===== config.mk =====
export PLATFORM = sky130hd
export DESIGN_NAME = cgq_cmd_engine
export DESIGN_NICKNAME = d
export VERILOG_FILES = /design/src/verilog/cgq_pkg.sv /design/src/verilog/cgq_group_store.sv /design/src/verilog/cgq_cmd_engine.sv
export SDC_FILE = /design/constraint.sdc
export NUM_CORES = 2
export LEC_CHECK = 0
export ABC_CLOCK_PERIOD_IN_PS = 4360
export BUFFER_PORTS_ARGS = -buffer_cell sky130_fd_sc_hd__buf_4
export CORE_UTILIZATION = 55
export DETAILED_ROUTE_END_ITERATION = 16
export PLACE_DENSITY_LB_ADDON = 0.25
export SYNTH_ARGS = -nofsm -noshare
export SYNTH_HDL_FRONTEND = slang
export SYNTH_HIERARCHICAL = 1
export SYNTH_SLANG_ARGS = --single-unit

===== constraint.sdc =====
create_clock -name clk_sys -period 4.36 [get_ports clk_sys]
set_clock_uncertainty 0.2 [all_clocks]
set_input_delay 0.872 -clock clk_sys [delete_from_list [all_inputs] [get_ports clk_sys]]
set_output_delay 0.872 -clock clk_sys [all_outputs]
set_load 0.02 [all_outputs]

===== src/verilog/cgq_pkg.sv =====
// cgq_pkg: constants for the group, clock and integrity query command block.
// assumes a 250 MHz system clock and one byte-wide command and reply stream.
`default_nettype none
package cgq_pkg;
  // opcodes
  localparam logic [7:0] OP_LOOKUP = 8'h10;
  localparam logic [7:0] OP_CONFIG = 8'h11;
  localparam logic [7:0] OP_RAW_SECS = 8'h15;
  localparam logic [7:0] OP_ADJ_SECS = 8'h16;
  localparam logic [7:0] OP_CHECK_CRC = 8'h1D;
  // command status byte values
  localparam logic [7:0] ST_OK = 8'h00;
  localparam logic [7:0] ST_BAD_PIN = 8'h82;
  localparam logic [7:0] ST_NAME_LEN = 8'h85;
  localparam logic [7:0] ST_BAD_TYPE = 8'h8A;
  localparam logic [7:0] missing_group_code = 8'h8D;
  localparam logic [7:0] missing_object_code = 8'h8E;
  localparam logic [7:0] ST_BAD_CRC = 8'h97;
  localparam logic [7:0] ST_NOT_FOUND = 8'h98;
  localparam logic [7:0] ST_UNKNOWN_CMD = 8'hFF;
  // flag byte bit positions
  localparam int LOCKED_BIT = 0;
  localparam int PIN_CREATE_BIT = 1;
  // sizes
  localparam int MAX_NAME = 16;
  localparam int MAX_PIN = 8;
  localparam int MAX_GROUPS = 8;
  localparam int BUF_BYTES = 18;
  localparam int ADDR_W = 9;
  localparam int STORE_BYTES = 512;
  // group record layout, one 64-byte record per group
  localparam logic [5:0] REC_NAME = 6'h00;
  localparam logic [5:0] REC_NAME_LEN = 6'h10;
  localparam logic [5:0] REC_PIN_LEN = 6'h11;
  localparam logic [5:0] REC_PIN = 6'h12;
  localparam logic [5:0] REC_OBJ_CNT = 6'h1A;
  localparam logic [5:0] REC_OFS_ID = 6'h1B;
  localparam logic [5:0] REC_OFS_VAL = 6'h1C;
  localparam logic [5:0] REC_CRC_HI = 6'h3E;
  localparam logic [5:0] REC_CRC_LO = 6'h3F;
  // crc16, reflected polynomial
  localparam logic [15:0] CRC_INIT = 16'h0000;
  localparam logic [15:0] CRC_POLY = 16'hA001;
  // seconds clock
  localparam int unsigned CLK_PERIOD_NS = 4;
  localparam int unsigned SECOND_NS = 1000000000;
  localparam int unsigned SEC_CYCLES = SECOND_NS / CLK_PERIOD_NS;
  localparam int SUB_W = 28;
endpackage
`default_nettype wire


===== src/verilog/cgq_group_store.sv =====
// cgq_group_store: byte memory holding the transaction group records.
// assumes the loader and the reader sit in the same clock domain.
`timescale 1ns/1ps
`default_nettype none
module cgq_group_store (
  // clock and reset
  input wire logic clk_sys,
  input wire logic rst,
  // write port
  input wire logic wr_en,
  input wire logic [cgq_pkg::ADDR_W-1:0] wr_addr,
  input wire logic [7:0] wr_data,
  // read port, data one cycle after the address
  input wire logic [cgq_pkg::ADDR_W-1:0] rd_addr,
  output logic [7:0] rd_data
);
  logic [7:0] mem [0:cgq_pkg::STORE_BYTES-1];

  always_ff @(posedge clk_sys) begin
    if (wr_en) begin
      mem[wr_addr] <= wr_data;
    end
    if (rst) begin
      rd_data <= 8'h00;
    end else begin
      rd_data <= mem[rd_addr];
    end
  end
endmodule // cgq_group_store
`default_nettype wire


===== src/verilog/cgq_cmd_engine.sv =====
// cgq_cmd_engine: interpreter for group lookup, configuration, seconds clock and group crc commands.
// assumes the group store is loaded by other logic and the host frames each command with cmd_last.
`timescale 1ns/1ps
`default_nettype none
//Contract
//- group lookup carries a 1 to 16 byte name after the opcode and needs no PIN.
//- a found lookup answers status zero, length one and the group id, a failed one the code and length zero.
//- lookup names over sixteen bytes give 85H and unknown names give 98H.
//- configuration answers status zero and two bytes, group count then flag byte.
//- the flag byte ors bit 0 for locked and bit 1 for common PIN needed to create groups.
//- raw clock read answers status zero and the four whole-second bytes with no offset.
//- the seconds counter counts whole seconds since power first came and never stops; here rst clears it to zero.
//- on a valid adjusted read the offset is added to the seconds modulo 2^32 and four bytes returned.
//- adjusted read errors are 82H bad PIN, 8DH missing group, 8EH missing object, 8AH wrong object type.
//- the integrity check takes a group id and answers zero with no data on a match, 8DH for no group.
//- every group keeps a sixteen-bit crc that may be checked at any time.
//- the check recomputes the crc and answers 97H when it differs from the stored one.
//- group ids run from one upward, so a found lookup yields at least one.
module cgq_cmd_engine #(
  parameter int unsigned SEC_CYCLES = cgq_pkg::SEC_CYCLES
) (
  // clock and reset
  input wire logic clk_sys,
  input wire logic rst,
  // command byte stream
  input wire logic cmd_valid,
  input wire logic [7:0] cmd_byte,
  input wire logic cmd_last,
  output logic cmd_ready,
  // reply byte stream
  output logic rsp_valid,
  output logic [7:0] rsp_byte,
  output logic rsp_last,
  input wire logic rsp_ready,
  // device state
  input wire logic [7:0] group_count_byte,
  input wire logic device_locked_flag,
  input wire logic create_needs_common_pin_flag,
  // group store loader
  input wire logic store_wr_en,
  input wire logic [cgq_pkg::ADDR_W-1:0] store_wr_addr,
  input wire logic [7:0] store_wr_data,
  // seconds clock
  output logic [31:0] seconds
);
  typedef enum logic [2:0] {CS_IDLE, CS_EXEC, CS_WAIT, CS_USE, CS_ANSWER, CS_REPLY} cgq_state_e;
  typedef enum logic [3:0] {RS_LK_LEN, RS_LK_NAME, RS_PIN_LEN, RS_PIN, RS_OBJ_CNT, RS_OFS_ID, RS_OFS_VAL,
    RS_CRC_DATA, RS_CRC_HI, RS_CRC_LO} cgq_step_e;
  typedef struct packed {
    cgq_state_e st;
    cgq_step_e step;
    logic [cgq_pkg::BUF_BYTES-1:0][7:0] cbuf;
    logic [4:0] nbytes;
    logic [2:0] grp;
    logic [5:0] idx;
    logic [15:0] crc;
    logic [31:0] acc;
    logic [7:0] status;
    logic [2:0] olen;
    logic [3:0][7:0] obuf;
    logic [2:0] pos;
    logic [cgq_pkg::ADDR_W-1:0] addr;
    logic [cgq_pkg::SUB_W-1:0] sub;
    logic [31:0] secs;
    logic cmd_ready;
    logic rsp_valid;
    logic [7:0] rsp_byte;
    logic rsp_last;
  } cgq_regs_s;

  cgq_regs_s q, d;
  logic [7:0] rd_data;

  localparam logic [cgq_pkg::SUB_W-1:0] SUB_LAST = cgq_pkg::SUB_W'(SEC_CYCLES - 1);

  function automatic logic [cgq_pkg::ADDR_W-1:0] rec_addr(input logic [2:0] g, input logic [5:0] off);
    return {g, off};
  endfunction

  function automatic logic [15:0] crc16_byte(input logic [15:0] c, input logic [7:0] b);
    logic [15:0] r;
    r = c ^ {8'h00, b};
    for (int i = 0; i < 8; i++) begin
      r = r[0] ? ((r >> 1) ^ cgq_pkg::CRC_POLY) : (r >> 1);
    end
    return r;
  endfunction

  cgq_group_store u_store (
    .clk_sys(clk_sys),
    .rst(rst),
    .wr_en(store_wr_en),
    .wr_addr(store_wr_addr),
    .wr_data(store_wr_data),
    .rd_addr(q.addr),
    .rd_data(rd_data)
  );

  // decoded command fields
  logic [7:0] opcode, arg_id, obj_id;
  logic [4:0] name_len, pin_len;
  logic [3:0] ngroups;
  logic gid_ok, last_grp;
  always_comb begin
    opcode = q.cbuf[0];
    arg_id = q.cbuf[1];
    obj_id = q.cbuf[q.nbytes - 5'h01];
    name_len = q.nbytes - 5'h01;
    pin_len = q.nbytes - 5'h03;
    ngroups = (group_count_byte > 8'(cgq_pkg::MAX_GROUPS)) ? 4'(cgq_pkg::MAX_GROUPS) : group_count_byte[3:0];
    gid_ok = (arg_id != 8'h00) && (arg_id <= {4'h0, ngroups});
    last_grp = ({1'b0, q.grp} + 4'h1) >= ngroups;
  end

  always_comb begin
    d = q;
    // free-running whole-second counter, wraps modulo 2^32
    if (q.sub == SUB_LAST) begin
      d.sub = '0;
      d.secs = q.secs + 32'h1;
    end else begin
      d.sub = q.sub + 1'b1;
    end
    case (q.st)
      CS_IDLE: begin
        // bytes past the buffer are counted but not kept, so long names still read as too long
        if (cmd_valid && q.cmd_ready) begin
          if (q.nbytes < 5'(cgq_pkg::BUF_BYTES)) begin
            d.cbuf[q.nbytes] = cmd_byte;
          end
          if (q.nbytes != 5'h1F) begin
            d.nbytes = q.nbytes + 5'h01;
          end
          if (cmd_last) begin
            d.cmd_ready = 1'b0;
            d.st = CS_EXEC;
          end
        end
      end
      CS_EXEC: begin
        d.status = cgq_pkg::ST_OK;
        d.olen = 3'h0;
        d.st = CS_ANSWER;
        d.grp = 3'h0;
        d.idx = 6'h0;
        case (opcode)
          cgq_pkg::OP_LOOKUP: begin
            if (name_len == 5'h00 || name_len > 5'(cgq_pkg::MAX_NAME)) begin
              d.status = cgq_pkg::ST_NAME_LEN;
            end else if (ngroups == 4'h0) begin
              d.status = cgq_pkg::ST_NOT_FOUND;
            end else begin
              d.step = RS_LK_LEN;
              d.addr = rec_addr(3'h0, cgq_pkg::REC_NAME_LEN);
              d.st = CS_WAIT;
            end
          end
          cgq_pkg::OP_CONFIG: begin
            d.olen = 3'h2;
            d.obuf[0] = group_count_byte;
            d.obuf[1] = '0;
            d.obuf[1][cgq_pkg::LOCKED_BIT] = device_locked_flag;
            d.obuf[1][cgq_pkg::PIN_CREATE_BIT] = create_needs_common_pin_flag;
          end
          cgq_pkg::OP_RAW_SECS: begin
            d.olen = 3'h4;
            d.obuf = {q.secs[7:0], q.secs[15:8], q.secs[23:16], q.secs[31:24]};
          end
          cgq_pkg::OP_ADJ_SECS: begin
            if (!gid_ok) begin
              d.status = cgq_pkg::missing_group_code;
            end else if (q.nbytes < 5'h04 || pin_len > 5'(cgq_pkg::MAX_PIN)) begin
              d.status = cgq_pkg::ST_BAD_PIN;
            end else begin
              d.grp = 3'(arg_id - 8'h01);
              d.step = RS_PIN_LEN;
              d.addr = rec_addr(3'(arg_id - 8'h01), cgq_pkg::REC_PIN_LEN);
              d.st = CS_WAIT;
            end
          end
          cgq_pkg::OP_CHECK_CRC: begin
            if (!gid_ok) begin
              d.status = cgq_pkg::missing_group_code;
            end else begin
              d.grp = 3'(arg_id - 8'h01);
              d.crc = cgq_pkg::CRC_INIT;
              d.step = RS_CRC_DATA;
              d.addr = rec_addr(3'(arg_id - 8'h01), cgq_pkg::REC_NAME);
              d.st = CS_WAIT;
            end
          end
          default: begin
            d.status = cgq_pkg::ST_UNKNOWN_CMD;
          end
        endcase
      end
      CS_WAIT: begin
        d.st = CS_USE;
      end
      CS_USE: begin
        d.st = CS_WAIT;
        case (q.step)
          RS_LK_LEN, RS_LK_NAME: begin
            if ((q.step == RS_LK_LEN) ? (rd_data == {3'h0, name_len}) : (rd_data == q.cbuf[q.idx + 6'h01])) begin
              if (q.step == RS_LK_NAME && q.idx == 6'(name_len - 5'h01)) begin
                d.olen = 3'h1;
                d.obuf[0] = {5'h00, q.grp} + 8'h01;
                d.st = CS_ANSWER;
              end else begin
                d.idx = (q.step == RS_LK_LEN) ? 6'h0 : q.idx + 6'h01;
                d.step = RS_LK_NAME;
                d.addr = rec_addr(q.grp, cgq_pkg::REC_NAME + d.idx);
              end
            end else if (last_grp) begin
              d.status = cgq_pkg::ST_NOT_FOUND;
              d.st = CS_ANSWER;
            end else begin
              d.grp = q.grp + 3'h1;
              d.step = RS_LK_LEN;
              d.addr = rec_addr(q.grp + 3'h1, cgq_pkg::REC_NAME_LEN);
            end
          end
          RS_PIN_LEN, RS_PIN: begin
            if ((q.step == RS_PIN_LEN) ? (rd_data != {3'h0, pin_len}) : (rd_data != q.cbuf[q.idx + 6'h02])) begin
              d.status = cgq_pkg::ST_BAD_PIN;
              d.st = CS_ANSWER;
            end else if (q.step == RS_PIN && q.idx == 6'(pin_len - 5'h01)) begin
              d.step = RS_OBJ_CNT;
              d.addr = rec_addr(q.grp, cgq_pkg::REC_OBJ_CNT);
            end else begin
              d.idx = (q.step == RS_PIN_LEN) ? 6'h0 : q.idx + 6'h01;
              d.step = RS_PIN;
              d.addr = rec_addr(q.grp, cgq_pkg::REC_PIN + d.idx);
            end
          end
          RS_OBJ_CNT: begin
            if (obj_id == 8'h00 || obj_id > rd_data) begin
              d.status = cgq_pkg::missing_object_code;
              d.st = CS_ANSWER;
            end else begin
              d.step = RS_OFS_ID;
              d.addr = rec_addr(q.grp, cgq_pkg::REC_OFS_ID);
            end
          end
          RS_OFS_ID: begin
            if (obj_id != rd_data) begin
              d.status = cgq_pkg::ST_BAD_TYPE;
              d.st = CS_ANSWER;
            end else begin
              d.idx = 6'h0;
              d.step = RS_OFS_VAL;
              d.addr = rec_addr(q.grp, cgq_pkg::REC_OFS_VAL);
            end
          end
          RS_OFS_VAL: begin
            d.acc = {q.acc[23:0], rd_data};
            if (q.idx == 6'h3) begin
              // sum taken against the live counter, wrapping in 32 bits
              d.olen = 3'h4;
              {d.obuf[0], d.obuf[1], d.obuf[2], d.obuf[3]} = d.acc + q.secs;
              d.st = CS_ANSWER;
            end else begin
              d.idx = q.idx + 6'h01;
              d.addr = rec_addr(q.grp, cgq_pkg::REC_OFS_VAL + d.idx);
            end
          end
          RS_CRC_DATA: begin
            d.crc = crc16_byte(q.crc, rd_data);
            if (q.idx == 6'(cgq_pkg::REC_CRC_HI - 6'h01)) begin
              d.step = RS_CRC_HI;
              d.addr = rec_addr(q.grp, cgq_pkg::REC_CRC_HI);
            end else begin
              d.idx = q.idx + 6'h01;
              d.addr = rec_addr(q.grp, d.idx);
            end
          end
          RS_CRC_HI: begin
            if (rd_data != q.crc[15:8]) begin
              d.status = cgq_pkg::ST_BAD_CRC;
            end
            d.step = RS_CRC_LO;
            d.addr = rec_addr(q.grp, cgq_pkg::REC_CRC_LO);
          end
          RS_CRC_LO: begin
            if (rd_data != q.crc[7:0]) begin
              d.status = cgq_pkg::ST_BAD_CRC;
            end
            d.st = CS_ANSWER;
          end
          default: begin
            d.st = CS_ANSWER;
          end
        endcase
      end
      CS_ANSWER: begin
        // failed commands never carry data
        if (q.status != cgq_pkg::ST_OK) begin
          d.olen = 3'h0;
        end
        d.rsp_valid = 1'b1;
        d.rsp_byte = q.status;
        d.rsp_last = 1'b0;
        d.pos = 3'h0;
        d.st = CS_REPLY;
      end
      CS_REPLY: begin
        // the byte on show only moves on when the host takes it
        if (rsp_ready) begin
          d.pos = q.pos + 3'h1;
          if (q.rsp_last) begin
            d.rsp_valid = 1'b0;
            d.rsp_last = 1'b0;
            d.nbytes = 5'h00;
            d.cmd_ready = 1'b1;
            d.st = CS_IDLE;
          end else if (q.pos == 3'h0) begin
            d.rsp_byte = {5'h00, q.olen};
            d.rsp_last = (q.olen == 3'h0);
          end else begin
            d.rsp_byte = q.obuf[2'(q.pos - 3'h1)];
            d.rsp_last = (q.pos == q.olen);
          end
        end
      end
      default: begin
        d.st = CS_IDLE;
      end
    endcase
  end

  localparam cgq_regs_s RST_VAL = '{st: CS_IDLE, step: RS_LK_LEN, cmd_ready: 1'b1, default: '0};

  always_ff @(posedge clk_sys) begin
    if (rst) begin
      q <= RST_VAL;
    end else begin
      q <= d;
    end
  end

  assign cmd_ready = q.cmd_ready;
  assign rsp_valid = q.rsp_valid;
  assign rsp_byte = q.rsp_byte;
  assign rsp_last = q.rsp_last;
  assign seconds = q.secs;
endmodule // cgq_cmd_engine
`default_nettype wire


# Word level (Yosys, flattened, before mapping)

Memories as Yosys holds them, arrays and structs flattened. A register that Yosys moved wholly into a read port is not among the register bits.
Index checks and enable logic that the tools add are counted.

Register bits: 331
Memory bits (writable): 4096
Input bits: 41
Output and inout bits: 43
Memories: 1

Memory list:

| name        | words | bits a word | read ports | clocked after Yosys merged registers in | write ports | RTL line              | RTL |
|---|---|---|---|---|---|---|---|
| u_store.mem | 512   | 8           | 1          | 1                                       | 1           | cgq_group_store.sv:17 | `logic [7:0] mem [0:cgq_pkg::STORE_BYTES-1];` |

Add/subtract/negate cells: 18
Magnitude comparators: 14
Equality and inequality tests: 81
Multiplexer cells: 135
Bitwise logic cells: 9
Reductions and logical operators: 44

Operators by type and width:

| kind                                                                  | count |
|---|---|
| 16-bit 2-to-1 mux                                                     | 12 |
| 8-bit 2-to-1 mux                                                      | 20 |
| 144-bit bitwise mux                                                   | 1 |
| 8-bit binary-select mux with 5-bit select                             | 3 |
| 9-bit 2-to-1 mux                                                      | 13 |
| 3-bit != test, second input constant                                  | 23 |
| 6-bit 2-to-1 mux                                                      | 11 |
| 32-bit case mux with 2 select lines                                   | 1 |
| 3-bit 2-to-1 mux                                                      | 21 |
| 9-bit case mux with 7 select lines                                    | 1 |
| 25-bit case mux with 2 select lines                                   | 1 |
| 8-bit case mux with 6 select lines                                    | 1 |
| 7-bit 2-to-1 mux                                                      | 6 |
| 8-bit demux with 5-bit select                                         | 1 |
| 8-bit by 5-bit equality test with 1-bit output, second input constant | 5 |
| 3-bit case mux with 6 select lines                                    | 2 |
| 35-bit 2-to-1 mux                                                     | 1 |
| 32-bit by 1-bit adder with 32-bit output, second input constant       | 1 |
| 32-bit adder                                                          | 1 |
| 8-bit != test                                                         | 4 |
| 16-bit case mux with 2 select lines                                   | 1 |
| 8-bit case mux with 2 select lines                                    | 2 |
| 8-bit case mux with 4 select lines                                    | 1 |
| 6-bit case mux with 5 select lines                                    | 1 |
| other kinds (84)                                                      | 167 |

# Longest topological paths before layout

Depth in word-level cells: 19
Mapped depth: 21

# Cells and area by module

The synthesis kept the hierarchy.

By module, submodules not included:

| module          | times used | cells an instance | area each (µm²) | sequential area each (µm²) |
|---|---|---|---|---|
| cgq_group_store | 1          | 7689              | 160544.0        | 123158.1 |
| cgq_cmd_engine  | 1          | 2461              | 21714.6         | 6606.3 |

# Least setup slack after synthesis

No wires, ideal clock.

Kind: reg-to-reg
Start point: register q[183] (netlist bit)
End point: register q[335] (netlist bit)
Setup time: 0.128 ns
Arrival: 4.439 ns
Required time: 4.032 ns
Setup slack: -0.407 ns
Stages on the path, launching flop included: 21
Path through: dfxtp_1 -> clkbuf_1 -> inv_1 -> ha_1 -> clkbuf_1 -> clkbuf_1 -> mux4_2 -> mux4_2 -> nand2_1 -> o21ai_0 -> ha_1 -> a21o_1 -> a21o_1 -> a21oi_1 -> o21a_1 -> o32ai_1 -> a31oi_1 -> o211ai_1 -> o31ai_4 -> mux2i_1 -> nor2_1

Word-level cells in the longest chain between the ends: 7

RTL lines:

| item                                                           | RTL line                                     | RTL |
|---|---|---|
| from (decl)                                                    | cgq_cmd_engine.sv:71                         | `cgq_regs_s q, d;` |
| from (signal assigned)                                         | cgq_cmd_engine.sv:335                        | `q <= RST_VAL;` |
| from (signal assigned)                                         | cgq_cmd_engine.sv:337                        | `q <= d;` |
| 5-bit by 1-bit subtractor with 5-bit output                    | cgq_cmd_engine.sv:107, cgq_cmd_engine.sv:108 |  |
| 8-bit binary-select mux with 5-bit select                      | cgq_cmd_engine.sv:107                        | `obj_id = q.cbuf[q.nbytes - 5'h01];` |
| 8-bit 2-to-1 mux (not written as such)                         | cgq_cmd_engine.sv:107                        |  |
| 8-bit > comparator / 8-bit logical NOT (equally long branches) | cgq_cmd_engine.sv:237                        | `if (obj_id == 8'h00 \|\| obj_id > rd_data) begin` |
| 1-bit logical OR                                               | cgq_cmd_engine.sv:237                        |  |
| 3-bit != test (no source line)                                 | -                                            |  |
| 14-bit AND reduction (no source line)                          | -                                            |  |

Parallel ways exist; a longest one is shown, timed or not. The select of a mux whose other input is x is not followed.
A chain may end at the register's enable or synchronous reset.

# Final worst setup path

Start point: register q[184] (netlist bit)
End point: register q[174] (netlist bit)

Word-level cells in the longest chain between the ends: 6

RTL lines:

| item                                                                                                              | RTL line                                                            | RTL |
|---|---|---|
| 5-bit by 1-bit subtractor with 5-bit output / 5-bit by 2-bit subtractor with 5-bit output (equally long branches) | cgq_cmd_engine.sv:107, cgq_cmd_engine.sv:108, cgq_cmd_engine.sv:109 |  |
| 8-bit binary-select mux with 5-bit select (tied with other cells)                                                 | cgq_cmd_engine.sv:107                                               |  |
| 8-bit 2-to-1 mux (not written as such) (tied with other cells)                                                    | cgq_cmd_engine.sv:107                                               |  |
| 8-bit != test (tied with other cells)                                                                             | cgq_cmd_engine.sv:246                                               | `if (obj_id != rd_data) begin` |
| 3-bit != test (no source line)                                                                                    | -                                                                   |  |
| 9-bit AND reduction (no source line) *                                                                            | -                                                                   |  |

Every way passes the cells marked *; elsewhere a longest branch is shown, timed or not. The select of a mux whose other input is x is not followed.

==> summary.md <==
| Metric | Value |
|---|---|
| Crit path max-delay family | `simple AND/OR/NAND/NOR gates` |
| CTS buffer count | `438` |
| P per Cell Area | `between 400 and 500 nW/µm²` |
| Total global-route track usage | `29.50%` |
| Worst R2R Start | `q[184]$_SDFFE_PP0P_` |
| DP HPWL | `319900 µm` |
| Sequential area share after synthesis | `71.20%` |
| Power after layout | `approximately 86 mW` |
| Worst-path cell chain | `inv_2 > buf_4 > ha_2 > a21boi_4 > xor2_2 > buf_4 > buf_4 > mux4_2 > a21o_1 > ha_1 > nand4_1 > nor2_4 > buf_6 > nand2_2 > o211ai_1 > nand3_1 > nor3_2 > o211ai_1 > nor2b_4 > buf_6 > or3_1 > a21oi_2` |
| Die H | `577.7 µm` |
| CP max stage cell | `mux4_2` |
| Clock buffer depth | `4` |
| Yosys cell types | `106` |
| Max Clock Freq | `about 0.23 GHz` |
| Mean post-synth cell area | `17.96 µm²` |
| Post-synthesis compound-gate area fraction | `4.313%` |
| CTS tree | `done` |
| Clock H-tree levels | `5` |
| Final Hold Vio Count | `0` |
| Max Cap Viol | `0` |
| Post-synthesis cell area | `182300 µm²` |
| Worst path max stage delay | `510 ps` |
| Total number of vias | `~100k` |
| CP max FO | `6` |
| Fin. max-slew vios | `0` |
| DRC | `0` |
| Pleak | `64.97 nW` |
| Crit Path Category | `register to register` |
| Layout cells sized above 1 | `24.34%` |
| RSZ-0062 raised after global routing | `yes` |
| Register-to-register setup slack | `-30 ps` |
| Post-Synth XOR/XNOR Area | `0.6831%` |
| Switching share of power | `approximately a fifth` |
| DR pass1 iterations | `6` |
| Hold path depth | `4` |
| Peak supply drop | `0.3548 mV` |
| Clock Pin Slew Worst Setup and Hold Paths | `60 ps` |
| Clk sinks | `4434` |
| Initial core utilization | `between 50% and 60%` |
| Syn nets | `between 10k and 15k` |
| Final net count | `11.11k` |
| Syn Inst Count | `10.15k` |
| Drt total wl | `just under 500000 µm` |
| Synth Area in Simple Gates | `4.733%` |
| Hold path endpoint | `q[336]$_SDFFE_PP0P_` |
| Final period util | `100.7%` |
| Largest family of logic cells by synthesized area | `multiplexers` |
| Gate power share | `~2.5%` |
| Bufs and invs on worst path | `6` |
| Vias per inst | `6.570` |
| Buffers on Ports | `between 80 and 90` |
| Worst slew pin tran | `about 1100 ps` |
| Worst skew pair latency | `between 900 and 1000 ps` |
| Internal cell power | `between 60 and 70 mW` |
| Die area | `between 300000 and 400000 µm²` |
| Synth Area in Adders | `0.5190%` |
| Tmin final | `4389 ps` |
| Final setup fails | `4` |
| Post-route ant nets | `0` |
| P_sw | `17.65 mW` |
| Core area | `330000 µm²` |
| Initial antenna violation count | `20` |
| Global-route wire length before repair | `714300 µm` |
| Final non-filler cell total | `15.73k` |
| Post-DR wirelength/cell | `31.52 µm` |
| Clk Tree Root Cell | `clkbuf_16` |
| Slew margin rel. | `23.86%` |
| Synth async-reset ratio | `0%` |
| Largest net degree at the start of global routing | `180` |
| Hold wc startpoint | `cmd_valid` |
| HP Class | `input port to register` |
| Status | `finished, violations left` |
| Ys flop type | `edfxtp_1` |
| Placed cells | `about 15k` |
| Startpoint types | `register` |
| Die W | `577.7 µm` |
| FF-to-FF path depth | `22` |
| IO Count | `84` |
| Remaining Overflow, GRT | `0` |
| Register bit total from synthesis | `4434` |
| Register share of total power | `between 50% and 60%` |
| Synth warnings | `6` |
| EDFF count, synth | `slightly above 4k` |
| Row cnt | `211` |
| Final setup margin | `-28.64 ps` |
| CP arrival | `5080 ps` |
| Area Overhead vs Synth | `13.85%` |
| Clock network power share | `43.6%` |
| R2r endpoint | `q[174]$_SDFFE_PP0P_` |
| Setup crit end kind | `register` |
| Gpl congestion | `approximately 0.95` |
| Mux cell area share after synthesis | `15.96%` |
| Critical Path RT | `5050 ps` |
| Most used cell, CP | `buf_4` |
| Failing checks | `setup timing` |
| Vias in the first global route | `102.0k` |
| Initial drt markers | `13.91k` |
[worst max-delay path by stage]
| stage | depth (start not counted) | start | endpoint |
|---|---|---|---|
| 2_1_floorplan | 20 | q[183]$_SDFFE_PP0P_ | q[335]$_SDFFE_PP0P_ |
| 3_3_place_gp | 20 | q[183]$_SDFFE_PP0P_ | q[179]$_SDFFE_PP0P_ |
| 3_5_place_dp | 20 | q[183]$_SDFFE_PP0P_ | q[179]$_SDFFE_PP0P_ |
| 4_1_cts | 19 | q[183]$_SDFFE_PP0P_ | q[119]$_SDFFE_PP0P_ |
| 5_1_grt | 22 | q[184]$_SDFFE_PP0P_ | q[174]$_SDFFE_PP0P_ |
| 6_report | 22 | q[184]$_SDFFE_PP0P_ | q[174]$_SDFFE_PP0P_ |
[layout by cell type (no fill, tap or decap), types with 33 or more instances in the layout]
| cell type | instances |
|---|---|
| nor2_1 | 1004 |
| nor4_1 | 38 |
| bufinv_16 | 45 |
| a221oi_1 | 46 |
| mux2i_1 | 672 |
| inv_1 | 37 |
| a21oi_1 | 238 |
| or3_1 | 39 |
| clkbuf_1 | 93 |
| edfxtp_1 | 4096 |
| mux4_2 | 905 |
| clkbuf_16 | 441 |
| a22oi_1 | 88 |
| o221ai_1 | 121 |
| nand2b_1 | 34 |
| clkinv_2 | 83 |
| o22ai_1 | 96 |
| xnor2_1 | 70 |
| nand4_1 | 37 |
| a31oi_1 | 33 |
| xor2_1 | 66 |
| a21o_1 | 33 |
| mux4_1 | 65 |
| buf_4 | 947 |
| nor3_1 | 132 |
| nand2_1 | 391 |
| clkinv_1 | 76 |
| nand3_1 | 108 |
| ha_1 | 67 |
| a211oi_1 | 73 |
| o21ai_0 | 157 |
| buf_12 | 102 |
| dfxtp_1 | 328 |
[through the flow]
step	TNS (ps)	worst slack (ps)	area, µm²	util [%]	hold WS, ps
floorplan	0	14.80	182300	-	233.1
global placement	-5579	-394.8	192700	58.38	248.5
detailed placement	-5808	-318.8	192700	58.38	254.8
CTS	-322.5	-56.15	207100	62.76	14.25
global route	-3702	-246.0	207500	62.87	82.14
finish	-54.29	-28.64	207500	62.88	90.57
[cell usage after synthesis (all sizes together) (11+ instances only)]
library cell | number | area share, %
a2111oi | 23 | 0.13
a211oi | 73 | 0.30
a21o | 33 | 0.14
a21oi | 245 | 0.67
a221oi | 47 | 0.23
a22o | 22 | 0.11
a22oi | 88 | 0.36
a31oi | 34 | 0.12
and2 | 18 | 0.062
and3 | 31 | 0.11
buf | 355 | 1.7
clkbuf | 320 | 0.82
dfxtp | 338 | 3.7
edfxtp | 4096 | 67
ha | 74 | 0.51
inv | 43 | 0.090
mux2 | 20 | 0.12
mux2i | 676 | 3.7
mux4 | 970 | 12
nand2 | 409 | 0.85
nand2b | 35 | 0.12
nand3 | 115 | 0.32
nand4 | 39 | 0.15
nor2 | 1012 | 2.1
nor2b | 36 | 0.12
nor3 | 138 | 0.38
nor4 | 39 | 0.13
o211ai | 31 | 0.13
o21a | 11 | 0.045
o21ai | 179 | 0.49
o221ai | 121 | 0.58
o22ai | 96 | 0.33
o311ai | 13 | 0.062
or3 | 39 | 0.13
xnor2 | 71 | 0.34
xor2 | 69 | 0.34
[sequential cells by signal, summed over array words and instances, names as in the netlist, 8 cells and up]
| name | count |
|---|---|
| opcode | 8 |
| seconds | 32 |
| q | 271 |
| u_store/mem | 4096 |
| rsp_byte | 8 |
| arg_id | 8 |
| u_store/rd_data | 8 |
[cells by family after synthesis]
family,after synthesis
fa+ha+maj,75
xor+xnor,140
buf+inv,720
flops,4434
compound gates,1140
simple gates,1975
mux,1666
[what timing repair did]
item,CTS,global route
pin swaps,18,28
endpoints found under the hold margin,2,0
buffers inserted,12,12
cloned,0,1
hold buffers,2,0
resized for setup,29,55
setup endpoints to repair,26,41
[worst register-to-register path: cells and delay by family, from the launching register on]
kind | cells | cell delay, ps
multiplexers | 1 | 510
buffers and inverters | 6 | 700
AO/OA/AOI/OAI | 5 | 820
AND/OR/NAND/NOR | 7 | 1080
flip-flops | 1 | 330
XOR/XNOR | 1 | 180
adder cells (fa/ha/maj) | 2 | 500
[final cells by class]
type	count	area, µm²
Multi-Input combinational cell	4996	48280
Clock inverter	260	2676
Sequential cell	4434	129800
Inverter	45	182.7
Antenna cell	9	22.52
Clock buffer	546	11550
Timing Repair Buffer	1078	9520
Tap cell	4366	5463
Fill cell	22680	122500
[power groups by stage]
stage	logic, mW	clock network [mW]	registers (mW)
final	2.13	37.6	46.6
after global routing	2.22	39.6	46.5
after CTS	2.06	38.0	46.5
after detailed placement	2.00	0	47.5
after global placement	1.92	0	47.4
after floorplan	0.714	0	47.4
[layer usage]
metal	global-route usage, %	up-vias	part of all wire, %
met2	46.07	5982	47
li1	-	42680	-
met4	10.57	14	3.9
met3	5.421	927	10
met5	0	-	0.021
met1	42.03	53780	39
No activity file was read; power rests on OpenSTA's default activity.
